==> src/rtl/eshc_pkg.sv <==
// Package for the eye scan hit counter: register map, field layout, reset values.
// Assumes a 32-bit Avalon-MM slave with word-aligned byte addresses.
package eshc_pkg;
    localparam int NUM_CH = 4;
    localparam int CH_W = 2;
    localparam int LEVEL_W = 6;
    localparam int NUM_LEVELS = 64;
    localparam int RANGE_W = 2;
    localparam int HIT_W = 32;
    localparam int ADDR_W = 4;

    // ------------------------------------------------------------
    // Register byte offsets
    // ------------------------------------------------------------
    localparam logic [ADDR_W-1:0] OFF_CTRL = 4'h0;
    localparam logic [ADDR_W-1:0] OFF_LEVEL = 4'h4;
    localparam logic [ADDR_W-1:0] OFF_HITS = 4'h8;
    localparam logic [ADDR_W-1:0] OFF_STATUS = 4'hC;

    // ------------------------------------------------------------
    // Field positions
    // ------------------------------------------------------------
    localparam int CTRL_CH_LSB = 0;
    localparam int CTRL_RANGE_LSB = 4;
    localparam int CTRL_EN_BIT = 8;
    localparam int STAT_MGMT_BIT = 0;
    localparam int STAT_ROLE_BIT = 1;
    localparam int STAT_RUN_BIT = 2;
    localparam int STAT_SAT_BIT = 3;

    // ------------------------------------------------------------
    // Reset values
    // ------------------------------------------------------------
    localparam logic [CH_W-1:0] CH_RST = 2'h0;
    localparam logic [RANGE_W-1:0] RANGE_RST = 2'h0;
    localparam logic [LEVEL_W-1:0] LEVEL_RST = 6'h00;
    localparam logic [HIT_W-1:0] HITS_RST = 32'h0000_0000;
    localparam logic [HIT_W-1:0] HITS_MAX = 32'hFFFF_FFFF;
    localparam logic [31:0] UNMAPPED_DATA = 32'h0000_0000;

    // Strap encodings; only the two serial-management levels allow writes
    localparam logic [1:0] STRAP_PIN = 2'h0;
    localparam logic [1:0] STRAP_SMB_PRI = 2'h1;
    localparam logic [1:0] STRAP_SMB_SEC = 2'h2;

    typedef enum logic [1:0] {
        ESHC_IDLE = 2'b00,
        ESHC_RESP = 2'b01
    } eshc_bus_t;
endpackage : eshc_pkg

==> src/rtl/eshc_top.sv <==
// Eye scan hit counter: channel select, shared comparator level, span select, hit accumulator.
// Assumes comparator hit pulses and link clock arrive asynchronous to core_clk,
// and an Avalon-MM master that holds its request until waitrequest is low.
//
// Implementation choices: register access over Avalon-MM and the register offsets.
`timescale 1ns/1ps

// Behaviour
// - The selected channel gets the one shared 64-step comparator level and its hits against it are counted.
// - The level steps over all 64 positions spread over the chosen span.
// - Hits at the selected level accumulate in a volatile readable register.
// - The management role comes from a strap caught at reset; writes and counting need a serial level.
// - Four spans are offered and 64 steps are swept in each.
module eshc_top (
    input wire logic core_clk,
    input wire logic sys_rst,
    input wire logic [1:0] mode_strap,
    input wire logic link_clk,
    input wire logic link_l0,
    input wire logic [eshc_pkg::NUM_CH-1:0] cmp_hit,
    input wire logic [eshc_pkg::ADDR_W-1:0] avs_address,
    input wire logic avs_read,
    input wire logic avs_write,
    input wire logic [31:0] avs_writedata,
    input wire logic [3:0] avs_byteenable,
    output logic [31:0] avs_readdata,
    output logic avs_waitrequest,
    output logic [eshc_pkg::LEVEL_W-1:0] dac_level,
    output logic [eshc_pkg::RANGE_W-1:0] dac_range,
    output logic [eshc_pkg::NUM_CH-1:0] ch_sel
);
    // ------------------------------------------------------------
    // Synchronisers
    // ------------------------------------------------------------
    logic [eshc_pkg::NUM_CH-1:0] hit_s1_reg;
    logic [eshc_pkg::NUM_CH-1:0] hit_s2_reg;
    logic lclk_s1_reg;
    logic lclk_s2_reg;
    logic lclk_s3_reg;
    logic l0_s1_reg;
    logic l0_s2_reg;
    logic [1:0] strap_s1_reg;
    logic [1:0] strap_s2_reg;

    // No reset on the strap pipe, so it is already settled when reset lets go
    always_ff @(posedge core_clk) begin
        strap_s1_reg <= mode_strap;
        strap_s2_reg <= strap_s1_reg;
    end

    always_ff @(posedge core_clk or posedge sys_rst) begin
        if (sys_rst) begin
            hit_s1_reg <= '0;
            hit_s2_reg <= '0;
            lclk_s1_reg <= 1'b0;
            lclk_s2_reg <= 1'b0;
            lclk_s3_reg <= 1'b0;
            l0_s1_reg <= 1'b0;
            l0_s2_reg <= 1'b0;
        end else begin
            hit_s1_reg <= cmp_hit;
            hit_s2_reg <= hit_s1_reg;
            lclk_s1_reg <= link_clk;
            lclk_s2_reg <= lclk_s1_reg;
            lclk_s3_reg <= lclk_s2_reg;
            l0_s1_reg <= link_l0;
            l0_s2_reg <= l0_s1_reg;
        end
    end

    // Hits counted only on rising link clock edges, so a held comparator
    // output counts once per link cycle, not once per core cycle
    logic lclk_rise;
    assign lclk_rise = lclk_s2_reg && !lclk_s3_reg;

    // ------------------------------------------------------------
    // Strap capture after reset release
    // ------------------------------------------------------------
    logic strap_done_reg;
    logic [1:0] strap_reg;
    logic mgmt_ok;

    always_ff @(posedge core_clk or posedge sys_rst) begin
        if (sys_rst) begin
            strap_done_reg <= 1'b0;
            strap_reg <= eshc_pkg::STRAP_PIN;
        end else if (!strap_done_reg) begin
            strap_done_reg <= 1'b1;
            strap_reg <= strap_s2_reg;
        end
    end

    assign mgmt_ok = (strap_reg == eshc_pkg::STRAP_SMB_PRI) ||
                     (strap_reg == eshc_pkg::STRAP_SMB_SEC);

    // ------------------------------------------------------------
    // Avalon-MM slave, one wait cycle per access
    // ------------------------------------------------------------
    eshc_pkg::eshc_bus_t bus_state_reg;
    logic req;
    logic take;
    logic wr_take;

    assign req = avs_read || avs_write;
    assign take = (bus_state_reg == eshc_pkg::ESHC_RESP) && req;
    assign wr_take = take && avs_write && mgmt_ok;

    always_ff @(posedge core_clk or posedge sys_rst) begin
        if (sys_rst) begin
            bus_state_reg <= eshc_pkg::ESHC_IDLE;
        end else begin
            case (bus_state_reg)
                eshc_pkg::ESHC_IDLE: begin
                    if (req) begin
                        bus_state_reg <= eshc_pkg::ESHC_RESP;
                    end
                end
                eshc_pkg::ESHC_RESP: begin
                    bus_state_reg <= eshc_pkg::ESHC_IDLE;
                end
                default: begin
                    bus_state_reg <= eshc_pkg::ESHC_IDLE;
                end
            endcase
        end
    end

    always_ff @(posedge core_clk or posedge sys_rst) begin
        if (sys_rst) begin
            avs_waitrequest <= 1'b1;
        end else begin
            avs_waitrequest <= !(req && (bus_state_reg == eshc_pkg::ESHC_IDLE));
        end
    end

    // ------------------------------------------------------------
    // Control registers
    // ------------------------------------------------------------
    logic [eshc_pkg::CH_W-1:0] ch_reg;
    logic [eshc_pkg::RANGE_W-1:0] range_reg;
    logic en_reg;
    logic [eshc_pkg::LEVEL_W-1:0] level_reg;
    logic level_wr;

    assign level_wr = wr_take && (avs_address == eshc_pkg::OFF_LEVEL) && avs_byteenable[0];

    always_ff @(posedge core_clk or posedge sys_rst) begin
        if (sys_rst) begin
            ch_reg <= eshc_pkg::CH_RST;
            range_reg <= eshc_pkg::RANGE_RST;
            en_reg <= 1'b0;
        end else if (wr_take && (avs_address == eshc_pkg::OFF_CTRL)) begin
            if (avs_byteenable[0]) begin
                ch_reg <= avs_writedata[eshc_pkg::CTRL_CH_LSB +: eshc_pkg::CH_W];
                range_reg <= avs_writedata[eshc_pkg::CTRL_RANGE_LSB +: eshc_pkg::RANGE_W];
            end
            if (avs_byteenable[1]) begin
                en_reg <= avs_writedata[eshc_pkg::CTRL_EN_BIT];
            end
        end
    end

    // Six bits cover exactly the 64 steps, no wrap check needed
    always_ff @(posedge core_clk or posedge sys_rst) begin
        if (sys_rst) begin
            level_reg <= eshc_pkg::LEVEL_RST;
        end else if (level_wr) begin
            level_reg <= avs_writedata[eshc_pkg::LEVEL_W-1:0];
        end
    end

    // ------------------------------------------------------------
    // Hit accumulator
    // ------------------------------------------------------------
    logic [eshc_pkg::HIT_W-1:0] hits_reg;
    logic sat_reg;
    logic hit_now;
    logic running;

    assign running = en_reg && l0_s2_reg && mgmt_ok;
    assign hit_now = running && lclk_rise && hit_s2_reg[ch_reg];

    // A level write clears, and a hit in that same cycle is dropped on
    // purpose: it belongs to the old level
    always_ff @(posedge core_clk or posedge sys_rst) begin
        if (sys_rst) begin
            hits_reg <= eshc_pkg::HITS_RST;
            sat_reg <= 1'b0;
        end else if (level_wr) begin
            hits_reg <= eshc_pkg::HITS_RST;
            sat_reg <= 1'b0;
        end else if (hit_now) begin
            if (hits_reg == eshc_pkg::HITS_MAX) begin
                sat_reg <= 1'b1;
            end else begin
                hits_reg <= hits_reg + 32'h0000_0001;
            end
        end
    end

    // ------------------------------------------------------------
    // Read data
    // ------------------------------------------------------------
    logic [31:0] rd_mux;

    always_comb begin
        rd_mux = eshc_pkg::UNMAPPED_DATA;
        case (avs_address)
            eshc_pkg::OFF_CTRL: begin
                rd_mux[eshc_pkg::CTRL_CH_LSB +: eshc_pkg::CH_W] = ch_reg;
                rd_mux[eshc_pkg::CTRL_RANGE_LSB +: eshc_pkg::RANGE_W] = range_reg;
                rd_mux[eshc_pkg::CTRL_EN_BIT] = en_reg;
            end
            eshc_pkg::OFF_LEVEL: begin
                rd_mux[eshc_pkg::LEVEL_W-1:0] = level_reg;
            end
            eshc_pkg::OFF_HITS: begin
                rd_mux = hits_reg;
            end
            eshc_pkg::OFF_STATUS: begin
                rd_mux[eshc_pkg::STAT_MGMT_BIT] = mgmt_ok;
                rd_mux[eshc_pkg::STAT_ROLE_BIT] = (strap_reg == eshc_pkg::STRAP_SMB_SEC);
                rd_mux[eshc_pkg::STAT_RUN_BIT] = running;
                rd_mux[eshc_pkg::STAT_SAT_BIT] = sat_reg;
            end
            default: begin
                rd_mux = eshc_pkg::UNMAPPED_DATA;
            end
        endcase
    end

    always_ff @(posedge core_clk or posedge sys_rst) begin
        if (sys_rst) begin
            avs_readdata <= eshc_pkg::UNMAPPED_DATA;
        end else if (req && (bus_state_reg == eshc_pkg::ESHC_IDLE) && avs_read) begin
            avs_readdata <= rd_mux;
        end
    end

    // ------------------------------------------------------------
    // Analog-side outputs
    // ------------------------------------------------------------
    always_ff @(posedge core_clk or posedge sys_rst) begin
        if (sys_rst) begin
            dac_level <= eshc_pkg::LEVEL_RST;
            dac_range <= eshc_pkg::RANGE_RST;
            ch_sel <= '0;
        end else begin
            dac_level <= level_reg;
            dac_range <= range_reg;
            ch_sel <= running ? (eshc_pkg::NUM_CH'(1) << ch_reg) : '0;
        end
    end
endmodule : eshc_top

==> config.mk <==
export PLATFORM = sky130hd
export DESIGN_NAME = eshc_top
export DESIGN_NICKNAME = d
export VERILOG_FILES = /design/src/rtl/eshc_pkg.sv /design/src/rtl/eshc_top.sv
export SDC_FILE = /design/constraint.sdc
export NUM_CORES = 1
export LEC_CHECK = 0
export ABC_CLOCK_PERIOD_IN_PS = 3960
export BUFFER_PORTS_ARGS = -buffer_cell sky130_fd_sc_hd__buf_2
export CAP_MARGIN = 15
export CORE_MARGIN = 5
export CORE_UTILIZATION = 30
export DETAILED_ROUTE_END_ITERATION = 8
export MAX_ROUTING_LAYER = met4
export PLACE_DENSITY = 0.49
export SLEW_MARGIN = 20
export SYNTH_ARGS = -nofsm -noshare
export SYNTH_HDL_FRONTEND = slang
export SYNTH_SLANG_ARGS = --single-unit
==> constraint.sdc <==
create_clock -name core_clk -period 3.96 [get_ports core_clk]
set_input_delay 0.396 -clock core_clk [delete_from_list [all_inputs] [get_ports core_clk]]
set_output_delay 0.396 -clock core_clk [all_outputs]
set_load 0.01 [all_outputs]
==> results of run 1 <==
==> layout by cell type, fill, tap and decap left out, types with 6 or more instances in the layout <==
cell,count
dfrtp_1,105
clkbuf_16,9
a21oi_1,23
mux2_2,10
nand4_1,10
inv_1,6
buf_4,8
nand2_1,39
nor2_1,14
or4_1,11
nand3_1,15
o21ai_0,15
buf_2,69
a22o_1,33
o31ai_1,9
or3_1,15
==> kinds of logic after synthesis <==
logic type	synth area share, %
fa+ha+maj	0.554
flops	60.5
simple gates	16.4
other cells	0.0830
buf+inv	2.69
mux	4.96
compound gates	14.4
xor+xnor	0.388
==> worst max path at each step <==
stage,startpoint,to
after floorplan,sys_rst,avs_readdata[0]
after global routing,hits_reg[0],hits_reg[30]
final,hits_reg[0],hits_reg[30]
after detailed placement,hits_reg[0],hits_reg[30]
after CTS,hits_reg[0],hits_reg[30]
after global placement,hits_reg[1],hits_reg[30]
==> cell type report <==
cell class	instances	area, µm²	area share [%]
timing repair buffer	77	405	7.58
clock buffer	10	239	4.47
tap	184	230	4.30
inverter	7	28.8	0.538
sequential	110	2730	51.1
clock inverter	6	43.8	0.819
multi-input combinational	249	1670	31.2
==> metrics by stage <==
stage,utilization [%],hold slack [ns],power (mW)
2_1_floorplan,-,0.310,1.56
6_report,36.5,0.145,2.55
4_1_cts,36.5,0.133,2.59
5_1_grt,36.5,0.128,2.70
3_5_place_dp,34.6,0.315,1.71
3_3_place_gp,34.6,0.312,1.69
==> where the power goes <==
part / leakage (nW) / switching [mW] / internal [mW]
sequential: 1.34 / 0.112 / 1.23
combinational: 1.02 / 0.197 / 0.143
clock: 0.139 / 0.418 / 0.448
==> per-layer routing <==
layer	vias to the layer above	share of wire (%)	track usage, %
met5	-	0	-
met4	0	1.9	4.62
met3	12	4.3	3.61
met2	80	46	19.3
met1	1625	48	17.3
li1	1578	-	-
==> impl_results.md, run 1 <==
- Status: completed
- Initial antenna violation count: 0
- CTS root buf: clkbuf_16
- Synth warn: 0
- Largest area contributor in the netlist: dfrtp_1
- DRT Pass-1 Iters: 4
- Synthesized cell area: 0.00452 mm²
- Crit Reg-Reg Startpoint: hits_reg[0]
- Critical Path AT: 3.08 ns
- Worst-Margin Slew: 1.01 ns
- Width of the die: 133 µm
- Leakage: 2.50 nW
- IO Count: 97
- Dominant synthesized flop cell: dfrtp_1
- Crit start category: flop
- Crit-path leading delay family: simple AND/OR/NAND/NOR gates
- R2r endpoint: hits_reg[30]
- Final Max Tran Viols: 0
- Initial Util: 30.8%
- First-pass GRT wire length: 18000 µm
- Drt drc: 0
- H-tree levels: 3
- Share of layout cells above drive strength 1: 25.3%
- TritonCTS buffer count: 9
- Hold Vio Cnt, Final: 0
- Peak fanout along the critical path: 15
- Vias in the first global route: 3411
- Full die area: 0.0176 mm²
- Worst slack, placed: 1.15 ns
- Flop-to-flop setup slack: 1.16 ns
- Count leader, synth: dfrtp_1
- Clock Latency Late Sink: 0.35 ns
- Total Wirelength: 10700 µm
- Row count: 44
- Netlist cell types: 49
- ANT cells: 0
- Asr flop ratio synth: 96.4%
- CTS tree: done
- Dpl cells: 627
- CP max stage cell: or4_1
- CTS Buffer Depth: 2
- Synth area leaders: dfrtp_1 (58%), a22o_1 (6.4%), nand2_1 (3.2%), a21oi_1 (2.5%), mux2_2 (2.5%)
- GPL Wtd Cong: 0.783
- Grt ovf: 0
- Setup Skew: 0.00906 ns
- WP data required: 4.24 ns
- Fin Setup TNS: 0 ns
- Crit path cell chain: ha_1 -> nand4_1 -> buf_4 -> nor4_1 -> o311ai_2 -> or4_1 -> a21oi_1
- Final ANT Viol Nets: 0
- Sequential-to-total area share from yosys stat: 60.5%
- WP buf/inv: 1
- Setup ws final: 1.16 ns
- CP Depth: 7
- Worst setup EP type: flop
- CP peak stage delay: 0.60 ns
- Non-filler instance count after layout: 643
- Starting DRT DRC Count: 160
- Core ar.: 0.0146 mm²
- Synth top cells by count: dfrtp_1 (105), nand2_1 (39), a22o_1 (33)
- Post-synth EDFFs: 0
- #FFs+latches synth: 110
- RSZ-0062 raised after global routing: no
- Wire per inst: 16.7 µm
- All-Layer GR Usage: 13.1%
- DR vias: 3295
- Crit Path Class: flop to flop
- # Max-Cap Violations: 0
- Post-Syn Instances: 389
- Final period util: 70.7%
- Final Setup Violations: 0
- Die height: 133 µm
- Nets@finish: 508
- Final HPWL DP: 7470 µm
- Number of fill cells: 1454
- Slew HR: 32.4%
- Port Buffers: 69
- Final min period: 2.80 ns
- Yosys top cell area share: 58.2%
- Peak VDD IR: 0.000201 V
- Reg2Reg Depth: 7
- Design area: 0.00535 mm²
- Worst-path clk slew: 0.07 ns
- Area Overhead vs Synth: 18.5%
- Largest net degree at the start of global routing: 56
- Hold_buf cts: 0
- DP Area: 0.00507 mm²
- Via/cell ratio: 5.12
- CTS sink count: 110
- Syn Nets: 443
- # Post-CTS Setup Buffers: 0
- Hold WC Path Type: primary input to async pin
- Post-cts sizing count: 0
- Fmax: 0.357 GHz
- Pwr dens: 476 mW/mm²
- Syn Area/Cell: 11.6 µm²
(Power assumes the default switching activity.)
==> run 2, diff against run 1 <==
--- a/config.mk
+++ b/config.mk
@@ -5,14 +5,14 @@
 export SDC_FILE = /design/constraint.sdc
 export NUM_CORES = 1
 export LEC_CHECK = 0
-export ABC_CLOCK_PERIOD_IN_PS = 3960
+export ABC_CLOCK_PERIOD_IN_PS = 2250
 export BUFFER_PORTS_ARGS = -buffer_cell sky130_fd_sc_hd__buf_2
 export CAP_MARGIN = 15
 export CORE_MARGIN = 5
 export CORE_UTILIZATION = 30
 export DETAILED_ROUTE_END_ITERATION = 8
 export MAX_ROUTING_LAYER = met4
-export PLACE_DENSITY = 0.49
+export PLACE_DENSITY = 0.51
 export SLEW_MARGIN = 20
 export SYNTH_ARGS = -nofsm -noshare
 export SYNTH_HDL_FRONTEND = slang
==> constraint.sdc (replaced) <==
create_clock -name core_clk -period 2.25 [get_ports core_clk]
set_input_delay 0.225 -clock core_clk [delete_from_list [all_inputs] [get_ports core_clk]]
set_output_delay 0.225 -clock core_clk [all_outputs]
set_load 0.01 [all_outputs]
==> run 2 against run 1 <==
Net effect:
- the run now ends with setup timing left
- non-clock buffer count up 52
- critical endpoint is now hits_reg[21]
- sequential share of layout area down 5.8 points
- clock power up 76%
- fmax up 18%
- global-route usage up 0.66 points
- worst setup slack worse by 1.3 ns
- utilization up 4.7 points
- critical path type unchanged
==> impl_results.md, run 2 (synthesis gave the netlist of run 1 again) <==
- Status: finished with violations (was completed)
- Failing checks: setup timing
- WP buf/inv: 1 (unchanged)
- Reg2Reg Depth: 7 (unchanged)
- Share of layout cells above drive strength 1: 38.4% (was 25.3%)
- Die height: 133 µm (unchanged)
- TritonCTS buffer count: 9 (unchanged)
- Starting DRT DRC Count: 121 (was 160)
- DR top layer: met4 (unchanged)
- Crit start category: flop (unchanged)
- # Max-Cap Violations: 0 (unchanged)
- DR vias: 3533 (was 3295)
- Peak VDD IR: 0.000440 V (was 0.000201 V)
- Final period util: 106% (was 70.7%)
- Worst-path clk slew: 0.07 ns (about the same)
- WHS Path Cells: 3
- Peak fanout along the critical path: 5 (was 15)
- Worst slack, placed: -0.183 ns (was 1.15 ns)
- Hold WC Path Type: primary input to flop (was primary input to async pin)
- Final HPWL DP: 7710 µm (was 7470 µm)
- Setup ws final: -0.124 ns (was 1.16 ns)
- Clock Latency Late Sink: 0.35 ns (about the same)
- Critical path origin: strap_reg[0] (was hits_reg[0])
- Vias in the first global route: 3617 (was 3411)
- Setup Skew: 0.00949 ns (was 0.00906 ns)
- First-pass GRT wire length: 18900 µm (was 18000 µm)
- Row count: 44 (unchanged)
- Pwr dens: 776 mW/mm² (was 476 mW/mm²)
- CTS tree: done (unchanged)
- Non-filler instance count after layout: 697 (was 643)
- Crit Path Class: flop to flop (unchanged)
- Total Wirelength: 11500 µm (was 10700 µm)
- All-Layer GR Usage: 13.8% (was 13.1%)
- Via/cell ratio: 5.07 (was 5.12)
- ANT cells: 0 (unchanged)
- Crit Reg-Reg Startpoint: strap_reg[0] (was hits_reg[0])
- Final ANT Viol Nets: 0 (unchanged)
- Nets@finish: 562 (was 508)
- CTS root buf: clkbuf_16 (unchanged)
- Largest net degree at the start of global routing: 92 (was 56)
- Initial antenna violation count: 0 (unchanged)
- Drt drc: 0 (unchanged)
- Pint: 3.30 mW (was 1.82 mW)
- DR WL met2: 5450 µm (was 4930 µm)
- CP peak stage delay: 0.59 ns (was 0.60 ns)
- Leakage: 2.80 nW (was 2.50 nW)
- Wire length on met3: 468 µm (was 457 µm)
- Area Overhead vs Synth: 33.6% (was 18.5%)
- DRT Pass-1 Iters: 4 (unchanged)
- Full die area: 0.0176 mm² (unchanged)
- Min-Delay Startpoint: avs_writedata[2]
- Fmax: 0.421 GHz (was 0.357 GHz)
- Crit path cell chain: inv_1 -> ha_1 -> and3b_2 -> nand4b_4 -> or4_4 -> or4_4 -> a21oi_2 (was ha_1 -> nand4_1 -> buf_4 -> nor4_1 -> o311ai_2 -> or4_1 -> a21oi_1)
- Final Setup Violations: 16 (was 0)
- CTS sink count: 110 (unchanged)
- Width of the die: 133 µm (unchanged)
- CP max stage cell: or4_4 (was or4_1)
- Crit-path leading delay family: simple AND/OR/NAND/NOR gates (unchanged)
- Sw Share: 29.5% (was 28.5%)
- CP most frequent cell: or4_4
- Final Core Density: 41.2% (was 36.5%)
- Commonest non-fill, non-tap cells in the layout: dfrtp_1 (105), buf_2 (70), buf_4 (44) (was dfrtp_1 (105), buf_2 (69), nand2_1 (39))
- Hold Path Sink: level_reg[2]
- Clock share of power: 32.4% (was 34.0%)
- Seq pwr share: 49.5% (was 52.7%)
- Grt ovf: 0 (unchanged)
- Dpl cells: 658 (was 627)
- GPL Wtd Cong: 0.799 (was 0.783)
- Most common cell after layout, fill and taps aside: dfrtp_1 (unchanged)
- R2r endpoint: hits_reg[21] (was hits_reg[30])
- WP data required: 2.53 ns (was 4.24 ns)
- Flop-to-flop setup slack: -0.12 ns (was 1.16 ns)
- Hold Vio Cnt, Final: 0 (unchanged)
- RSZ-0062 raised after global routing: yes (was no)
- Worst setup EP type: flop (unchanged)
- Worst-Margin Slew: 0.532 ns (was 1.01 ns)
- Final min period: 2.37 ns (was 2.80 ns)
- Combinational Power Share: 18.1% (was 13.4%)
- Final Max Tran Viols: 0 (unchanged)
- H-tree levels: 3 (unchanged)
- CP Depth: 7 (unchanged)
- CTS Buffer Depth: 2 (unchanged)
- Port Buffers: 69 (unchanged)
- Wire per inst: 16.4 µm (was 16.7 µm)
- Core ar.: 0.0146 mm² (unchanged)
- WL met1: 5400 µm (was 5140 µm)
- Slew HR: 64.6% (was 32.4%)
- Net Sw Power: 1.38 mW (was 727 µW)
- IO Count: 97 (unchanged)
- Initial Util: 30.8% (unchanged)
- Critical Path AT: 2.66 ns (was 3.08 ns)
[run 2: cell types whose count changed in the layout (fill, tap and decap cells not counted), sizes merged]
cell         before  now
clkinvlp          1    2
dlygate4sd3       0    9
or4              12   13
a41o              2    3
clkbuf           10    9
buf              77  120
[run 2: routing by layer]
metal  track usage, %  vias up
met4             3.35        0
met2             20.8       81
li1                 -     1693
met1             18.5     1747
met3             3.72       12
met5                -        -
[run 2: worst register-to-register path: stages (launching register included)]
cell and delay (ns):
dfrtp_1 0.34, inv_1 0.04, ha_1 0.30, and3b_2 0.28
nand4b_4 0.13, or4_4 0.59, or4_4 0.50, a21oi_2 0.12
[run 2: power by group through the flow]
stage,clock [mW],sequential (mW),combinational [mW]
final,1.52,2.32,0.846
after global routing,1.66,2.35,0.944
after CTS,1.57,2.31,0.801
after detailed placement,0,2.35,0.755
after global placement,0,2.35,0.737
after floorplan,0,2.36,0.405
[run 2: worst max-delay path by stage]
stage	endpoint	slack [ns]
3_5_place_dp	hits_reg[19]	-0.18
5_1_grt	hits_reg[21]	-0.23
4_1_cts	hits_reg[19]	-0.14
3_3_place_gp	hits_reg[21]	-0.12
2_1_floorplan	hits_reg[21]	-0.15
6_report	hits_reg[21]	-0.12
[run 2: layout make-up]
type                       count  area (µm²)
clock buffer                   9         225
clock inverter                 7        56.3
fill                        1418        8610
inverter                       7        30.0
multi-input combinational    251        1900
sequential                   110        2730
tap                          184         230
timing repair buffer         129         856
[run 2: repair_timing]
item                                   CTS  global route
hold buffers                             9             0
gates cloned                             2             1
endpoints found under the hold margin   22             0
setup buffers                            4             7
resized for setup                       15            34
setup endpoints to repair               30            29
pin swaps                               18            10
[run 2: per-stage QoR]
stage / hold WS [ns] / TNS, ns / cell area, µm² / total power [mW]
after global routing: 0.0616 / -3.19 / 6030 / 4.96
after floorplan: 0.253 / -0.426 / 4540 / 2.76
after CTS: 0.0575 / -0.666 / 5840 / 4.69
after global placement: 0.222 / -0.654 / 5330 / 3.08
after detailed placement: 0.230 / -2.05 / 5330 / 3.11
final: 0.0672 / -0.740 / 6030 / 4.68
==> run 3, diff against run 2 <==
--- a/config.mk
+++ b/config.mk
@@ -13,6 +13,7 @@
 export DETAILED_ROUTE_END_ITERATION = 8
 export MAX_ROUTING_LAYER = met4
 export PLACE_DENSITY = 0.51
+export RECOVER_POWER = 50
 export SLEW_MARGIN = 20
 export SYNTH_ARGS = -nofsm -noshare
 export SYNTH_HDL_FRONTEND = slang
==> run 3 against run 2 <==
Net effect:
- the run still ends with setup timing left
- non-clock buffer count is the same
- worst hold slack is essentially flat
- sequential share of layout area grew 0.53 points
- cell count is the same
- critical path type unchanged
- critical endpoint unchanged
==> impl_results.md, run 3 (synthesis gave the netlist of run 1 again) <==
- Dpl cells: 658 (unchanged)
- Final HPWL DP: 7710 µm (unchanged)
- RSZ-0062 raised after global routing: yes (unchanged)
- CTS root buf: clkbuf_16 (unchanged)
- Grt ovf: 0 (unchanged)
- GPL Wtd Cong: 0.799 (unchanged)
- M3 GR Usage: 3.72% (unchanged)
- CTS tree: done (unchanged)
- DRT Pass-1 Iters: 4 (unchanged)
- # Max-Cap Violations: 0 (unchanged)
- Fmax: 0.422 GHz (was 0.421 GHz)
- Slew HR: 43.3% (was 64.6%)
- Area of the multi-input gates: 0.00190 mm² (unchanged)
- Leakage: 2.61 nW (was 2.80 nW)
- Share of layout cells above drive strength 1: 29.6% (was 38.4%)
- Area Overhead vs Synth: 32.1% (was 33.6%)
- Initial antenna violation count: 0 (unchanged)
- Row count: 44 (unchanged)
- Peak fanout along the critical path: 5 (unchanged)
- Via/cell ratio: 5.08 (was 5.07)
- Setup Skew: 0.00938 ns (was 0.00949 ns)
- Seq pwr share: 49.7% (was 49.5%)
- WHS Path Cells: 3 (unchanged)
- Port Buffers: 69 (unchanged)
- Total Wirelength: 11500 µm (about the same)
- All-Layer GR Usage: 13.8% (unchanged)
- Commonest non-fill, non-tap cells in the layout: dfrtp_1 (105), clkbuf_1 (45), buf_4 (43) (was dfrtp_1 (105), buf_2 (70), buf_4 (44))
- Clock share of power: 32.5% (was 32.4%)
- Clock Latency Late Sink: 0.35 ns (about the same)
- Status: finished with violations (unchanged)
- Final period util: 105% (was 106%)
- Largest net degree at the start of global routing: 92 (unchanged)
- Failing checks: setup timing (unchanged)
- Crit Path Class: flop to flop (unchanged)
- CTS sink count: 110 (unchanged)
- Fin Setup TNS: -0.708 ns (was -0.740 ns)
- Non-filler instance count after layout: 697 (unchanged)
- Width of the die: 133 µm (unchanged)
- Die height: 133 µm (unchanged)
- Worst setup EP type: flop (unchanged)
- Initial Util: 30.8% (unchanged)
- Number of fill cells: 1434 (was 1418)
- Hold Vio Cnt, Final: 0 (unchanged)
- Core ar.: 0.0146 mm² (unchanged)
- Tot Pwr: 4.67 mW (was 4.68 mW)
- Pint: 3.29 mW (was 3.30 mW)
- H-tree levels: 3 (unchanged)
- Drt drc: 0 (unchanged)
- Wire per inst: 16.5 µm (was 16.4 µm)
- Starting DRT DRC Count: 118 (was 121)
- IO Count: 97 (unchanged)
- Hold WC Path Type: primary input to flop (unchanged)
- WP data required: 2.53 ns (about the same)
- Vias in the first global route: 3617 (unchanged)
- Full die area: 0.0176 mm² (unchanged)
- Setup ws final: -0.122 ns (was -0.124 ns)
- Worst-path clk slew: 0.07 ns (about the same)
- First-pass GRT wire length: 18900 µm (unchanged)
- Final Setup Violations: 16 (unchanged)
- TritonCTS buffer count: 9 (unchanged)
- Final ANT Viol Nets: 0 (unchanged)
- Combinational Power Share: 17.8% (was 18.1%)
- DR vias: 3541 (was 3533)
- Most common cell after layout, fill and taps aside: dfrtp_1 (unchanged)
- Top Usage Layer GRT: met2 (unchanged)
- Peak VDD IR: 0.000439 V (was 0.000440 V)
- Fin Hold WS: 0.0671 ns (was 0.0672 ns)
- Final Max Tran Viols: 0 (unchanged)
- ANT cells: 0 (unchanged)
- Grt met1 use: 18.5% (unchanged)
- Crit start category: flop (unchanged)
- Met2 Usage GRT: 20.8% (unchanged)
- Critical Path AT: 2.65 ns (was 2.66 ns)
- CTS Buffer Depth: 2 (unchanged)
- Net Sw Power: 1.38 mW (about the same)
- Pwr dens: 782 mW/mm² (was 776 mW/mm²)
- Final min period: 2.37 ns (about the same)
- Worst-Margin Slew: 0.851 ns (was 0.532 ns)
- Nets@finish: 562 (unchanged)
- FF+latch area: 0.00273 mm² (unchanged)
- Reg2Reg Depth: 7 (unchanged)
- Sw Share: 29.6% (was 29.5%)
==> run 3: cell types whose count changed in the layout (fill, tap and decap cells not counted), sizes merged <==
cell | previous run | this run
buf | 120 | 74
clkbuf | 9 | 55
==> run 3: routing by layer <==
layer  wire length, µm  share of wire (%)  vias up
met4               143                1.2        0
li1                  -                  -     1692
met1              5410                 47     1751
met2              5430                 47       86
met3               524                4.6       12
met5                 0                  0        -
==> run 3: per-stage QoR <==
step / setup WS, ns / utilization, % / cell area (µm²)
6_report: -0.122 / 40.7 / 5960
5_1_grt: -0.229 / 40.7 / 5960
4_1_cts: -0.143 / 39.9 / 5840
3_5_place_dp: -0.183 / 36.4 / 5330
3_3_place_gp: -0.119 / 36.4 / 5330
2_1_floorplan: -0.150 / - / 4540
==> run 3: critical path: stages, from the launching register on <==
cell and delay, ns:
dfrtp_1 0.34, inv_1 0.04, ha_1 0.30, and3b_2 0.28
nand4b_4 0.13, or4_4 0.59, or4_4 0.50, a21oi_2 0.12
==> run 3: worst paths after layout <==
kind | from | end | slack, ns
min in group asynchronous | sys_rst | lclk_s1_reg | 0.48
max in group asynchronous | sys_rst | hits_reg[1] | 0.55
worst max register to register | strap_reg[0] | hits_reg[21] | -0.12
worst min-delay path | avs_writedata[2] | level_reg[2] | 0.07
worst min register to register | strap_s1_reg[0] | strap_s2_reg[0] | 0.33
worst max-delay path | strap_reg[0] | hits_reg[21] | -0.12
==> run 3: area by class of cell <==
type	instances	area share, %
Inverter	7	0.462
Tap cell	184	3.86
Multi-Input combinational cell	251	31.9
Clock inverter	7	0.944
Timing Repair Buffer	129	13.2
Clock buffer	9	3.78
Sequential cell	110	45.8
==> run 3: timing repair <==
action,in CTS,in global routing
setup endpoints to repair,30,29
buffers inserted,4,7
hold endpoints to repair,22,0
gates cloned,2,1
pin swaps,18,10
gates resized for setup,15,34
hold buffers,9,0
==> run 3: power groups by stage <==
stage                     clock network (mW)  registers [mW]  logic (mW)
final                                   1.52            2.32       0.831
after global routing                    1.66            2.35       0.928
after CTS                               1.57            2.31       0.801
after detailed placement                   0            2.35       0.755
after global placement                     0            2.35       0.737
after floorplan                            0            2.36       0.405
